`src/rtl/ext_bus_defs.svh`:
```
// Constants for the external bus, port pin and reset logic.
// Assumes one 125 MHz clock; all counts are in cycles of that clock.
`ifndef EXT_BUS_DEFS_SVH
`define EXT_BUS_DEFS_SVH
`define CLK_PERIOD_NS 8
`define RESET_FILTER_CLKS 3'd4
`define RESET_HOLD_CLKS 5'd18
`define RESET_START_ADDR 16'h000c
`define EXT_WAIT_CLKS 2'd2
`define NORM_WAIT_CLKS 2'd0
`define P0_MODE_RESET 2'b11
`define EXT_TIMING_RESET 1'b1
`define NIB_LO 3:0
`define NIB_HI 7:4
`endif

```
`src/rtl/ext_bus_pkg.sv`:
```
// Types shared by the external bus and port pin logic.
// Assumes the constants header is included by the design file.
package ext_bus_pkg;
	typedef enum logic [2:0] {
		BUS_IDLE = 3'b000,
		BUS_ADDR = 3'b001,
		BUS_HOLD = 3'b010,
		BUS_DATA = 3'b011,
		BUS_DONE = 3'b100
	} bus_state_type;
	typedef enum logic [1:0] {
		HS_IDLE = 2'b00,
		HS_WAIT = 2'b01,
		HS_DONE = 2'b10
	} hs_state_type;
endpackage : ext_bus_pkg

```
`src/rtl/ext_bus_ports.sv`:
```
// External memory bus, reset sequencer, emulation outputs and port 0/1/2 pin logic.
// Assumes a core that issues one bus request at a time and synchronous pin inputs.
// Function
// - sixteen address lines, two 64K spaces
// - data strobe once per transfer
// - write data valid at strobe fall
// - address strobe pulses at cycle start
// - tri-state strobes, direction and address ports
// - direction line low write, high read
// - reset shorter than four clocks ignored
// - latch reset on fifth clock, hold 18
// - in reset data strobe low, address strobe toggles
// - fetch starts at 000C after reset
// - system clock driven out
// - interrupt flag high during interrupt cycle
// - instruction end low on last cycle
// - port 0 nibbles: I/O or address
// - port 0 handshake on port 3 bits 2,5
// - reset: port 0 address, extended timing
// - low nibble address, high nibble I/O
// - port 1 is multiplexed address/data bus
// - upper address from port 0
// - port 2 per-bit direction, open-drain option
// - port 2 handshake on port 3 bits 1,6
// - data space select low for data-space accesses, reads and writes
`timescale 1ns/100ps
`include "ext_bus_defs.svh"

module port_handshake
	import ext_bus_pkg::*;
#(
	parameter int WIDTH = 8
) (
	input wire logic ref_clk,
	input wire logic rst_b,
	input wire logic enable,
	input wire logic is_output,
	input wire logic load,
	input wire logic [WIDTH-1:0] pin_data,
	input wire logic line_in,
	output logic line_out,
	output logic busy,
	output logic [WIDTH-1:0] captured,
	output logic captured_pulse
);
	hs_state_type state, next_state;
	logic [WIDTH-1:0] next_captured;
	logic next_captured_pulse;
	always_comb begin
		next_state = state;
		next_captured = captured;
		next_captured_pulse = 1'b0;
		if (!enable) begin
			next_state = HS_IDLE;
		end else begin
			case (state)
				HS_IDLE: begin
					if (is_output && load) begin
						next_state = HS_WAIT;
					end else if (!is_output && !line_in) begin
						next_captured = pin_data;
						next_captured_pulse = 1'b1;
						next_state = HS_DONE;
					end
				end
				HS_WAIT: begin
					if (line_in) begin
						next_state = HS_DONE;
					end
				end
				HS_DONE: begin
					if (is_output ? !line_in : line_in) begin
						next_state = HS_IDLE;
					end
				end
				default: next_state = HS_IDLE;
			endcase
		end
	end
	always_ff @(posedge ref_clk or negedge rst_b) begin
		if (!rst_b) begin
			state <= HS_IDLE;
			captured <= '0;
			captured_pulse <= 1'b0;
		end else begin
			state <= next_state;
			captured <= next_captured;
			captured_pulse <= next_captured_pulse;
		end
	end
	// Sender drives valid low only while waiting for ready; receiver raises ready after capture.
	always_comb begin
		if (is_output) begin
			line_out = !(state == HS_WAIT);
		end else begin
			line_out = (state == HS_DONE);
		end
		busy = (state != HS_IDLE);
	end
endmodule : port_handshake

module ext_bus_ports
	import ext_bus_pkg::*;
(
	input wire logic ref_clk,
	input wire logic rst_b,
	input wire logic ext_reset_n,
	input wire logic req_valid,
	input wire logic req_write,
	input wire logic req_data_space,
	input wire logic [15:0] req_addr,
	input wire logic [7:0] req_wdata,
	output logic req_ready,
	output logic req_done,
	output logic [7:0] rd_data,
	output logic core_reset,
	output logic fetch_start,
	output logic [15:0] fetch_addr,
	input wire logic in_interrupt_cycle,
	input wire logic instr_last_cycle,
	output logic system_clock_out,
	output logic interrupt_cycle_flag,
	output logic instruction_end_n,
	input wire logic bus_float,
	input wire logic mode_we,
	input wire logic [1:0] p0_addr_mode_wdata,
	input wire logic ext_timing_wdata,
	output logic [1:0] p0_addr_mode,
	output logic ext_timing,
	output logic address_strobe_n,
	output logic address_strobe_oe,
	output logic data_strobe_n,
	output logic data_strobe_oe,
	output logic write_low_read_high,
	output logic write_low_read_high_oe,
	input wire logic [7:0] muxed_addr_data_bus_in,
	output logic [7:0] muxed_addr_data_bus_out,
	output logic [7:0] muxed_addr_data_bus_oe,
	input wire logic [7:0] port0_in,
	output logic [7:0] port0_out,
	output logic [7:0] port0_oe,
	input wire logic [1:0] port0_nibble_dir,
	input wire logic [7:0] port0_io_data,
	input wire logic port0_handshake_en,
	input wire logic port0_load,
	output logic port0_busy,
	output logic [7:0] port0_captured,
	output logic port0_captured_pulse,
	input wire logic [7:0] port2_in,
	output logic [7:0] port2_out,
	output logic [7:0] port2_oe,
	input wire logic [7:0] port2_dir,
	input wire logic port2_open_drain,
	input wire logic [7:0] port2_io_data,
	input wire logic port2_handshake_en,
	input wire logic port2_load,
	output logic port2_busy,
	output logic [7:0] port2_captured,
	output logic port2_captured_pulse,
	input wire logic dm_enable,
	input wire logic [2:0] port3_gp_out,
	input wire logic port_three_bit_one,
	input wire logic port_three_bit_two,
	output logic port_three_bit_four,
	output logic port_three_bit_five,
	output logic port_three_bit_six
);
	// Reset filter and sequencer.
	logic [2:0] low_cnt, next_low_cnt;
	logic [4:0] hold_cnt, next_hold_cnt;
	logic rst_int, next_rst_int;
	logic next_fetch_start;
	logic as_toggle, next_as_toggle;
	always_comb begin
		next_low_cnt = low_cnt;
		next_hold_cnt = hold_cnt;
		next_rst_int = rst_int;
		next_fetch_start = 1'b0;
		next_as_toggle = rst_int ? !as_toggle : 1'b1;
		if (ext_reset_n) begin
			next_low_cnt = 3'd0;
		end else if (low_cnt != `RESET_FILTER_CLKS) begin
			next_low_cnt = low_cnt + 3'd1;
		end
		if (!rst_int && low_cnt == `RESET_FILTER_CLKS) begin
			next_rst_int = 1'b1;
			next_hold_cnt = 5'd0;
		end else if (rst_int) begin
			// The set edge is the first held clock, so the count stops one short.
			if (hold_cnt != `RESET_HOLD_CLKS - 5'd1) begin
				next_hold_cnt = hold_cnt + 5'd1;
			end else if (ext_reset_n) begin
				next_rst_int = 1'b0;
				next_fetch_start = 1'b1;
			end
		end
	end
	always_ff @(posedge ref_clk or negedge rst_b) begin
		if (!rst_b) begin
			low_cnt <= 3'd0;
			hold_cnt <= 5'd0;
			rst_int <= 1'b1;
			fetch_start <= 1'b0;
			as_toggle <= 1'b1;
		end else begin
			low_cnt <= next_low_cnt;
			hold_cnt <= next_hold_cnt;
			rst_int <= next_rst_int;
			fetch_start <= next_fetch_start;
			as_toggle <= next_as_toggle;
		end
	end
	assign core_reset = rst_int;
	assign fetch_addr = `RESET_START_ADDR;

	// Mode bits: a write strobe updates them, internal reset restores them.
	logic [1:0] next_p0_addr_mode;
	logic next_ext_timing;
	always_comb begin
		next_p0_addr_mode = p0_addr_mode;
		next_ext_timing = ext_timing;
		if (rst_int) begin
			next_p0_addr_mode = `P0_MODE_RESET;
			next_ext_timing = `EXT_TIMING_RESET;
		end else if (mode_we) begin
			next_p0_addr_mode = p0_addr_mode_wdata;
			next_ext_timing = ext_timing_wdata;
		end
	end
	always_ff @(posedge ref_clk or negedge rst_b) begin
		if (!rst_b) begin
			p0_addr_mode <= `P0_MODE_RESET;
			ext_timing <= `EXT_TIMING_RESET;
		end else begin
			p0_addr_mode <= next_p0_addr_mode;
			ext_timing <= next_ext_timing;
		end
	end

	// Bus cycle sequencer.
	bus_state_type state, next_state;
	logic [15:0] addr_q, next_addr_q;
	logic [7:0] wdata_q, next_wdata_q;
	logic write_q, next_write_q;
	logic dspace_q, next_dspace_q;
	logic [1:0] wait_cnt, next_wait_cnt;
	logic [7:0] next_rd_data;
	logic next_req_done;
	always_comb begin
		next_state = state;
		next_addr_q = addr_q;
		next_wdata_q = wdata_q;
		next_write_q = write_q;
		next_dspace_q = dspace_q;
		next_wait_cnt = wait_cnt;
		next_rd_data = rd_data;
		next_req_done = 1'b0;
		case (state)
			BUS_IDLE: begin
				if (req_valid && !rst_int) begin
					next_addr_q = req_addr;
					next_wdata_q = req_wdata;
					next_write_q = req_write;
					next_dspace_q = req_data_space;
					next_state = BUS_ADDR;
				end
			end
			BUS_ADDR: next_state = BUS_HOLD;
			BUS_HOLD: begin
				next_wait_cnt = ext_timing ? `EXT_WAIT_CLKS : `NORM_WAIT_CLKS;
				next_state = BUS_DATA;
			end
			BUS_DATA: begin
				if (wait_cnt != 2'd0) begin
					next_wait_cnt = wait_cnt - 2'd1;
				end else begin
					// Sampled in the last strobe-low cycle, before the strobe rises.
					if (!write_q) begin
						next_rd_data = muxed_addr_data_bus_in;
					end
					next_state = BUS_DONE;
				end
			end
			BUS_DONE: begin
				next_req_done = 1'b1;
				next_state = BUS_IDLE;
			end
			default: next_state = BUS_IDLE;
		endcase
		if (rst_int) begin
			next_state = BUS_IDLE;
		end
	end
	always_ff @(posedge ref_clk or negedge rst_b) begin
		if (!rst_b) begin
			state <= BUS_IDLE;
			addr_q <= 16'h0000;
			wdata_q <= 8'h00;
			write_q <= 1'b0;
			dspace_q <= 1'b0;
			wait_cnt <= 2'd0;
			rd_data <= 8'h00;
			req_done <= 1'b0;
		end else begin
			state <= next_state;
			addr_q <= next_addr_q;
			wdata_q <= next_wdata_q;
			write_q <= next_write_q;
			dspace_q <= next_dspace_q;
			wait_cnt <= next_wait_cnt;
			rd_data <= next_rd_data;
			req_done <= next_req_done;
		end
	end
	assign req_ready = (state == BUS_IDLE) && !rst_int;

	// Strobe and direction pins.
	logic active;
	always_comb begin
		active = (state != BUS_IDLE);
		if (rst_int) begin
			address_strobe_n = as_toggle;
			data_strobe_n = 1'b0;
			write_low_read_high = 1'b1;
		end else begin
			address_strobe_n = !(state == BUS_ADDR);
			data_strobe_n = !(state == BUS_DATA);
			write_low_read_high = !(active && write_q);
		end
		address_strobe_oe = !bus_float;
		data_strobe_oe = !bus_float;
		write_low_read_high_oe = !bus_float;
	end

	// Port 1: address during the strobe, write data from the hold cycle on.
	always_comb begin
		muxed_addr_data_bus_out = 8'h00;
		muxed_addr_data_bus_oe = 8'h00;
		if (!rst_int && !bus_float) begin
			if (state == BUS_ADDR) begin
				muxed_addr_data_bus_out = addr_q[7:0];
				muxed_addr_data_bus_oe = 8'hff;
			end else if (write_q && active) begin
				muxed_addr_data_bus_out = wdata_q;
				muxed_addr_data_bus_oe = 8'hff;
			end
		end
	end

	// Port 0: each nibble carries address or general I/O.
	logic p0_hs_en, p0_hs_out, p0_line_out;
	always_comb begin
		port0_out[`NIB_LO] = p0_addr_mode[0] ? addr_q[11:8] : port0_io_data[`NIB_LO];
		port0_out[`NIB_HI] = p0_addr_mode[1] ? addr_q[15:12] : port0_io_data[`NIB_HI];
		port0_oe[`NIB_LO] = p0_addr_mode[0] ? {4{!bus_float}} : {4{port0_nibble_dir[0]}};
		port0_oe[`NIB_HI] = p0_addr_mode[1] ? {4{!bus_float}} : {4{port0_nibble_dir[1]}};
		// Handshake needs both nibbles as I/O and agreeing in direction.
		p0_hs_en = port0_handshake_en && (p0_addr_mode == 2'b00)
			&& (port0_nibble_dir[0] == port0_nibble_dir[1]);
		p0_hs_out = port0_nibble_dir[1];
	end
	port_handshake #(.WIDTH(8)) u_p0_hs (
		.ref_clk(ref_clk),
		.rst_b(rst_b),
		.enable(p0_hs_en),
		.is_output(p0_hs_out),
		.load(port0_load),
		.pin_data(port0_in),
		.line_in(port_three_bit_two),
		.line_out(p0_line_out),
		.busy(port0_busy),
		.captured(port0_captured),
		.captured_pulse(port0_captured_pulse)
	);

	// Port 2: per-bit direction, open drain only drives low.
	logic p2_line_out;
	always_comb begin
		port2_out = port2_io_data;
		port2_oe = port2_open_drain ? (port2_dir & ~port2_io_data) : port2_dir;
	end
	port_handshake #(.WIDTH(8)) u_p2_hs (
		.ref_clk(ref_clk),
		.rst_b(rst_b),
		.enable(port2_handshake_en),
		.is_output(port2_dir[7]),
		.load(port2_load),
		.pin_data(port2_in),
		.line_in(port_three_bit_one),
		.line_out(p2_line_out),
		.busy(port2_busy),
		.captured(port2_captured),
		.captured_pulse(port2_captured_pulse)
	);

	// Port 3 outputs and emulation pins.
	logic sclk_q, next_sclk_q, interrupt_cycle_flag_q, next_interrupt_cycle_flag_q, iend_q, next_iend_q;
	always_comb begin
		port_three_bit_four = dm_enable ? !(active && dspace_q) : port3_gp_out[0];
		port_three_bit_five = p0_hs_en ? p0_line_out : port3_gp_out[1];
		port_three_bit_six = port2_handshake_en ? p2_line_out : port3_gp_out[2];
		next_sclk_q = !sclk_q;
		next_interrupt_cycle_flag_q = in_interrupt_cycle;
		next_iend_q = !instr_last_cycle;
	end
	always_ff @(posedge ref_clk or negedge rst_b) begin
		if (!rst_b) begin
			sclk_q <= 1'b0;
			interrupt_cycle_flag_q <= 1'b0;
			iend_q <= 1'b1;
		end else begin
			sclk_q <= next_sclk_q;
			interrupt_cycle_flag_q <= next_interrupt_cycle_flag_q;
			iend_q <= next_iend_q;
		end
	end
	// The emulation pins lag the core by one cycle to keep them glitch free.
	assign system_clock_out = sclk_q;
	assign interrupt_cycle_flag = interrupt_cycle_flag_q;
	assign instruction_end_n = iend_q;
endmodule : ext_bus_ports

```
`config.mk`:
```
export PLATFORM = sky130hd
export DESIGN_NAME = ext_bus_ports
export DESIGN_NICKNAME = d
export VERILOG_FILES = /design/src/rtl/ext_bus_pkg.sv /design/src/rtl/ext_bus_ports.sv
export VERILOG_INCLUDE_DIRS = /design/src /design/src/rtl
export SDC_FILE = /design/constraint.sdc
export NUM_CORES = 1
export LEC_CHECK = 0
export ABC_AREA = 1
export ABC_CLOCK_PERIOD_IN_PS = 2100
export CORE_MARGIN = 5
export CORE_UTILIZATION = 45
export CTS_CLUSTER_DIAMETER = 150
export DETAILED_ROUTE_END_ITERATION = 10
export DONT_BUFFER_PORTS = 1
export GPL_TIMING_DRIVEN = 1
export MAX_ROUTING_LAYER = met4
export PLACE_DENSITY_LB_ADDON = 0.05
export SLEW_MARGIN = 10
export SYNTH_ARGS = -nofsm -noshare
export SYNTH_HDL_FRONTEND = slang
export SYNTH_HIERARCHICAL = 1
export SYNTH_SLANG_ARGS = --single-unit
```
`constraint.sdc`:
```
create_clock -name ref_clk -period 2.1 [get_ports ref_clk]
set_clock_uncertainty 0.15 [all_clocks]
set_input_delay 0.21 -clock ref_clk [delete_from_list [all_inputs] [get_ports ref_clk]]
set_output_delay 0.21 -clock ref_clk [all_outputs]
set_load 0.005 [all_outputs]
```
# ---- After elaboration in Yosys (flattened, before gate mapping)
# Cells that the tools add are included.
dict set report op_classes {
  n_addsub 3
  n_reduce_logical 49
  n_mux 67
  eq_ne 21
  bitwise_logic 6
}
# cell n
set op_table {}
lappend op_table {{$mux W8} 7}
lappend op_table {{$mux W1} 30}
lappend op_table {{$mux W2} 14}
lappend op_table {{$mux W4} 4}
lappend op_table {{$reduce_bool A2 Y1} 8}
lappend op_table {{$logic_not A1 Y1} 15}
lappend op_table {{$mux W3} 5}
lappend op_table {{$mux W5} 3}
lappend op_table {{$ne A3 B3 Y1 const B} 5}
lappend op_table {{$logic_and A1 B1 Y1} 12}
lappend op_table {{$pmux W2 S3} 2}
lappend op_table {{$pmux W3 S4} 1}
lappend op_table {{$reduce_and A3 Y1} 3}
lappend op_table {{$and A8 B8 Y8} 1}
lappend op_table {{$ne A4 B2 Y1 const B} 2}
lappend op_table {{$not A8 Y8} 1}
lappend op_table {{$reduce_and A2 Y1} 4}
lappend op_table {{$reduce_and A4 Y1} 2}
lappend op_table {{$eq A3 B2 Y1 const B} 2}
lappend op_table {{$eq A3 B3 Y1 const B} 2}
lappend op_table {{$logic_not A2 Y1} 3}
lappend op_table {{$ne A3 B2 Y1 const B} 2}
lappend op_table {{$add A5 B1 Y5 const B} 1}
lappend op_table {{$ne A5 B5 Y1 const B} 1}
lappend op_table {{other kinds (11)} 16}
dict set report totals {
  input_bits 98
  elab_cells 170
  output_inout_bits 111
  ff_bits 79
}

# ---- Logic depth before layout (Yosys ltp)
dict set report depth {
  word_depth 6
  mapped_depth 9
}

# ---- By module
# Netlist, hierarchy kept.
# mod area_per_inst_um2 cells_per_inst n_inst seq_area_each_um2
set modules_own_cells {}
lappend modules_own_cells {ext_bus_ports 3246.9 410 1 1433.9}
lappend modules_own_cells {port_handshake 596.8 67 2 275.3}

# ---- Worst setup path before layout
# Ideal clock, no wire load.
dict set report synth_path {
  path_kind {register to output}
  startpoint {register state[1] (netlist name)}
  endpoint {output muxed_addr_data_bus_oe[1]}
  t_arrival_ps 1347
  stages_incl_launch_ff 7
  path_slack_ps 393
  path_buffers 1
  cell_sequence {dfrtp_1 inv_2 nand3_4 inv_2 a21oi_4 nor2_1 buf_4}
}
# item line_no
set synth_rtl {}
lappend synth_rtl {{to (decl)} ext_bus_ports.sv:138} ;# output logic [7:0] muxed_addr_data_bus_oe,

==> Implementation_results.wiki <==
{| class="wikitable"
! Metric !! Value
|-
| Port Buffers || 0
|-
| Reg area || 0.00199 sq mm
|-
| Setup Crit Path Kind || flop to output pin
|-
| Filler cell count in the final layout || between 900 and 1000
|-
| Final Max Tran Viols || 0
|-
| Initial antenna violation count || 0
|-
| Setup_tns || 0 ps
|-
| Latest clock arrival within the worst-skew pair || 340 ps
|-
| Setup repair after global routing missed its margin || false
|-
| Register bit count reported by yosys || 79
|-
| Largest cells by area after synthesis || sky130_fd_sc_hd__dfrtp_1 (41%), sky130_fd_sc_hd__nand2_1 (13%), sky130_fd_sc_hd__buf_4 (6.8%)
|-
| Total die area || 0.0120 sq mm
|-
| Initial core utilization || 0.459
|-
| DPL Wire Length || 7.58 mm
|-
| Portion of the post-synthesis area used by sequential elements || 0.447
|-
| Max-slew headroom || 0.648
|-
| Hold WS || -596 ps
|-
| GR Overflow Total || 0
|-
| Period utilisation layout || 0.931
|-
| Number of flops mapped to enable cells by yosys || 0
|-
| Violations in the final reports || negative hold slack
|-
| Diode insertion count for antenna repair || 0
|-
| Worst Setup Start Kind || flop
|-
| Static leakage || 2.65 nW
|-
| Number of warnings issued by yosys || 6
|-
| Worst Setup End Kind || output pin
|-
| Proportion of register bits with asynchronous set or reset after synthesis || 1.00
|-
| Global-route usage over all layers || 0.184
|-
| Area used by multi-input combinational logic || between 0.0015 and 0.002 sq mm
|-
| Dpl ws || 371 ps
|-
| Placeable core region || ~0.0097 sq mm
|-
| Most repeated cell in the gate-level netlist after synthesis || sky130_fd_sc_hd__nand2_1
|-
| DRC errors left || 0
|-
| Maximum level of the CTS H-tree || 3
|-
| Gp weighted congestion || 0.820
|-
| Classification of the worst-slack hold path || input port to async pin
|-
| Total setup violations reported at the end of the flow || 0
|-
| Power Total || 5.73 mW
|-
| Critical path peak fanout || 6
|-
| First-iteration detailed-routing DRC count || about 200
|-
| CTS buffer count || 9
|-
| Required arrival time at the worst endpoint || 1740 ps
|-
| Row count || 36
|-
| Layout cells sized above 1 || 0.130
|-
| Commonest register cell after synthesis || sky130_fd_sc_hd__dfrtp_1
|-
| Final period demand of the worst path || slightly below 2000 ps
|-
| Number of global-route vias before repair || 3585
|-
| Final Hold Viols || 79
|-
| Top cells by count, synth || sky130_fd_sc_hd__nand2_1 (151), sky130_fd_sc_hd__dfrtp_1 (73), sky130_fd_sc_hd__inv_1 (73)
|-
| Count of hold-fix buffers inserted at cts || 62
|-
| Detail-routed net length per standard cell || 14.3 microns
|-
| Distinct cell type count of the synthesized netlist || 35
|-
| Floorplan die height || roughly 110 microns
|-
| Max Cap Viol || 0
|-
| Maximum frequency from static timing analysis || 512 MHz
|-
| Clock sink total || 79
|-
| Transition time of the tightest slew-check pin || 527 ps
|-
| Number of buffers on the longest clock path || 2
|-
| Root buffer cell || sky130_fd_sc_hd__clkbuf_8
|-
| Total standard cell area after synthesis || 0.00444 sq mm
|-
| Total power density per cell area || around 1100 mW/mm^2
|-
| Arrival @ worst endpoint || 1590 ps
|-
| Clk pin slew, worst setup/hold paths || ~90 ps
|-
| Detailed-route vias per instance || 4.74
|-
| Ports placed on the boundary || between 200 and 250
|-
| Via count || about 3400
|-
| Top-area cell type share of the netlist area || 0.411
|-
| Number of search-and-repair iterations in the first detailed-routing pass || 5
|-
| Outcome || complete, but fails checks
|-
| Maximum number of pins on one net before global-route repair || 80
|-
| Post-Syn Instances || 544
|-
| TritonCTS clock tree || done
|-
| Wire length of the first global-routing pass || 17.0 mm
|-
| Synth area leader || sky130_fd_sc_hd__dfrtp_1
|-
| Min setup slack post-route || 145 ps
|-
| Highest ir drop seen on vdd || between 0.5 and 0.6 mV
|-
| Synth Area per Inst || 8.16 sq um
|-
| Width of the chip || 109 microns
|-
| Layout overhead on the synthesized area || 17.6%
|-
| Number of nets with antenna violations after routing || 0
|-
| Number of nets in the final layout || 696
|-
| Routed wire length || 10.4 mm
|}
[final timing paths]
| kind | startpoint | to | cells past startpoint | slack (ps) |
|---|---|---|---|---|
| worst max-delay path | state[0] | muxed_addr_data_bus_out[6] | 5 | 150 |
| worst min-delay path | rst_b | u_p0_hs/captured[2] | 0 | -600 |
| worst max register to register | p0_addr_mode[0] | p0_addr_mode[0] | 3 | 350 |
| worst min register to register | system_clock_out | system_clock_out | 1 | 300 |
| max in group asynchronous | rst_b | as_toggle | 0 | 2170 |
| min in group ref_clk | port2_handshake_en | u_p2_hs/captured[7] | 2 | 40 |
[timing repair]
action | 4_1_cts | 5_1_grt
pin swaps | 1 | 0
setup buffers | 2 | 0
endpoints found under the setup margin | 8 | 16
endpoints found under the hold margin | 144 | 79
gates cloned | 0 | 0
gates resized for setup | 0 | 4
[placed cells by master, fill, tap and decap left out, types with 4 or more instances in the layout]
master	count
sky130_fd_sc_hd__buf_4	9
sky130_fd_sc_hd__dlygate4sd3_1	62
sky130_fd_sc_hd__nor2_2	4
sky130_fd_sc_hd__a21boi_0	8
sky130_fd_sc_hd__inv_1	72
sky130_fd_sc_hd__o21ai_2	16
sky130_fd_sc_hd__inv_2	7
sky130_fd_sc_hd__nand2_2	5
sky130_fd_sc_hd__nand4_1	13
sky130_fd_sc_hd__nand2_1	151
sky130_fd_sc_hd__o21a_1	16
sky130_fd_sc_hd__ha_1	9
sky130_fd_sc_hd__dfrtp_1	72
sky130_fd_sc_hd__clkbuf_8	9
sky130_fd_sc_hd__a21oi_1	10
sky130_fd_sc_hd__nor2_1	22
sky130_fd_sc_hd__o21ai_0	13
sky130_fd_sc_hd__nand3_1	45
sky130_fd_sc_hd__dfstp_2	6
sky130_fd_sc_hd__conb_1	16
[area by class of cell]
class,count,area share
multi-input cells,345,0.345
repair buffers,72,0.136
inverters,82,0.0604
well taps,133,0.0319
flip-flops and latches,79,0.380
clock buffers,9,0.0237
clock inverters,7,0.0230
[where the power goes]
group | internal, mW | switching, mW | leakage (nW)
Sequential | 2.05 | 0.411 | 0.947
Combinational | 0.794 | 1.12 | 1.59
Clock | 0.794 | 0.564 | 0.120
[routing by layer]
layer | routed length [microns] | share of wire | GRT usage | up-vias
li1 | - | - | - | 1748
met2 | 5010 | 0.48 | 0.303 | 114
met1 | 4470 | 0.43 | 0.227 | 1576
met4 | 71 | 0.0068 | 0.0383 | 0
met3 | 857 | 0.082 | 0.0534 | 7
met5 | 0 | 0 | - | -
[cells by family after synthesis]
logic type	Yosys count	synth area share
XOR/XNOR	2	0.00395
multiplexers	1	0.00254
AO/OA/AOI/OAI	68	0.108
buffers and inverters	134	0.160
other	2	0.00169
flip-flops	79	0.447
adder cells (fa/ha/maj)	9	0.0254
AND/OR/NAND/NOR	249	0.252
[state kept, by name, summed over array words and instances (netlist names), 2 cells and up]
signal and cells:
hold_cnt 5, rd_data 8, u_p0_hs/captured 8, u_p2_hs/state 2
low_cnt 3, u_p0_hs/state 2, addr_q 16, wait_cnt 2
wdata_q 8, state 3, u_p2_hs/captured 8, p0_addr_mode 2
[through the flow]
stage / area (sq um) / utilization / cells
6_report: 5220 / 0.539 / 727
5_1_grt: 5220 / 0.539 / 727
4_1_cts: 5220 / 0.539 / 727
3_5_place_dp: 4340 / 0.448 / 647
3_3_place_gp: 4340 / 0.448 / 647
2_1_floorplan: 4490 / - / 558
[worst max-delay path: stages, from the launching register on]
cell and delay [ps]:
sky130_fd_sc_hd__dfrtp_1 480, sky130_fd_sc_hd__nor2_2 190, sky130_fd_sc_hd__nand2_1 160, sky130_fd_sc_hd__a21oi_4 190
sky130_fd_sc_hd__buf_4 170, sky130_fd_sc_hd__nor2_1 70
Note: power is estimated with default switching activity, not from simulation.
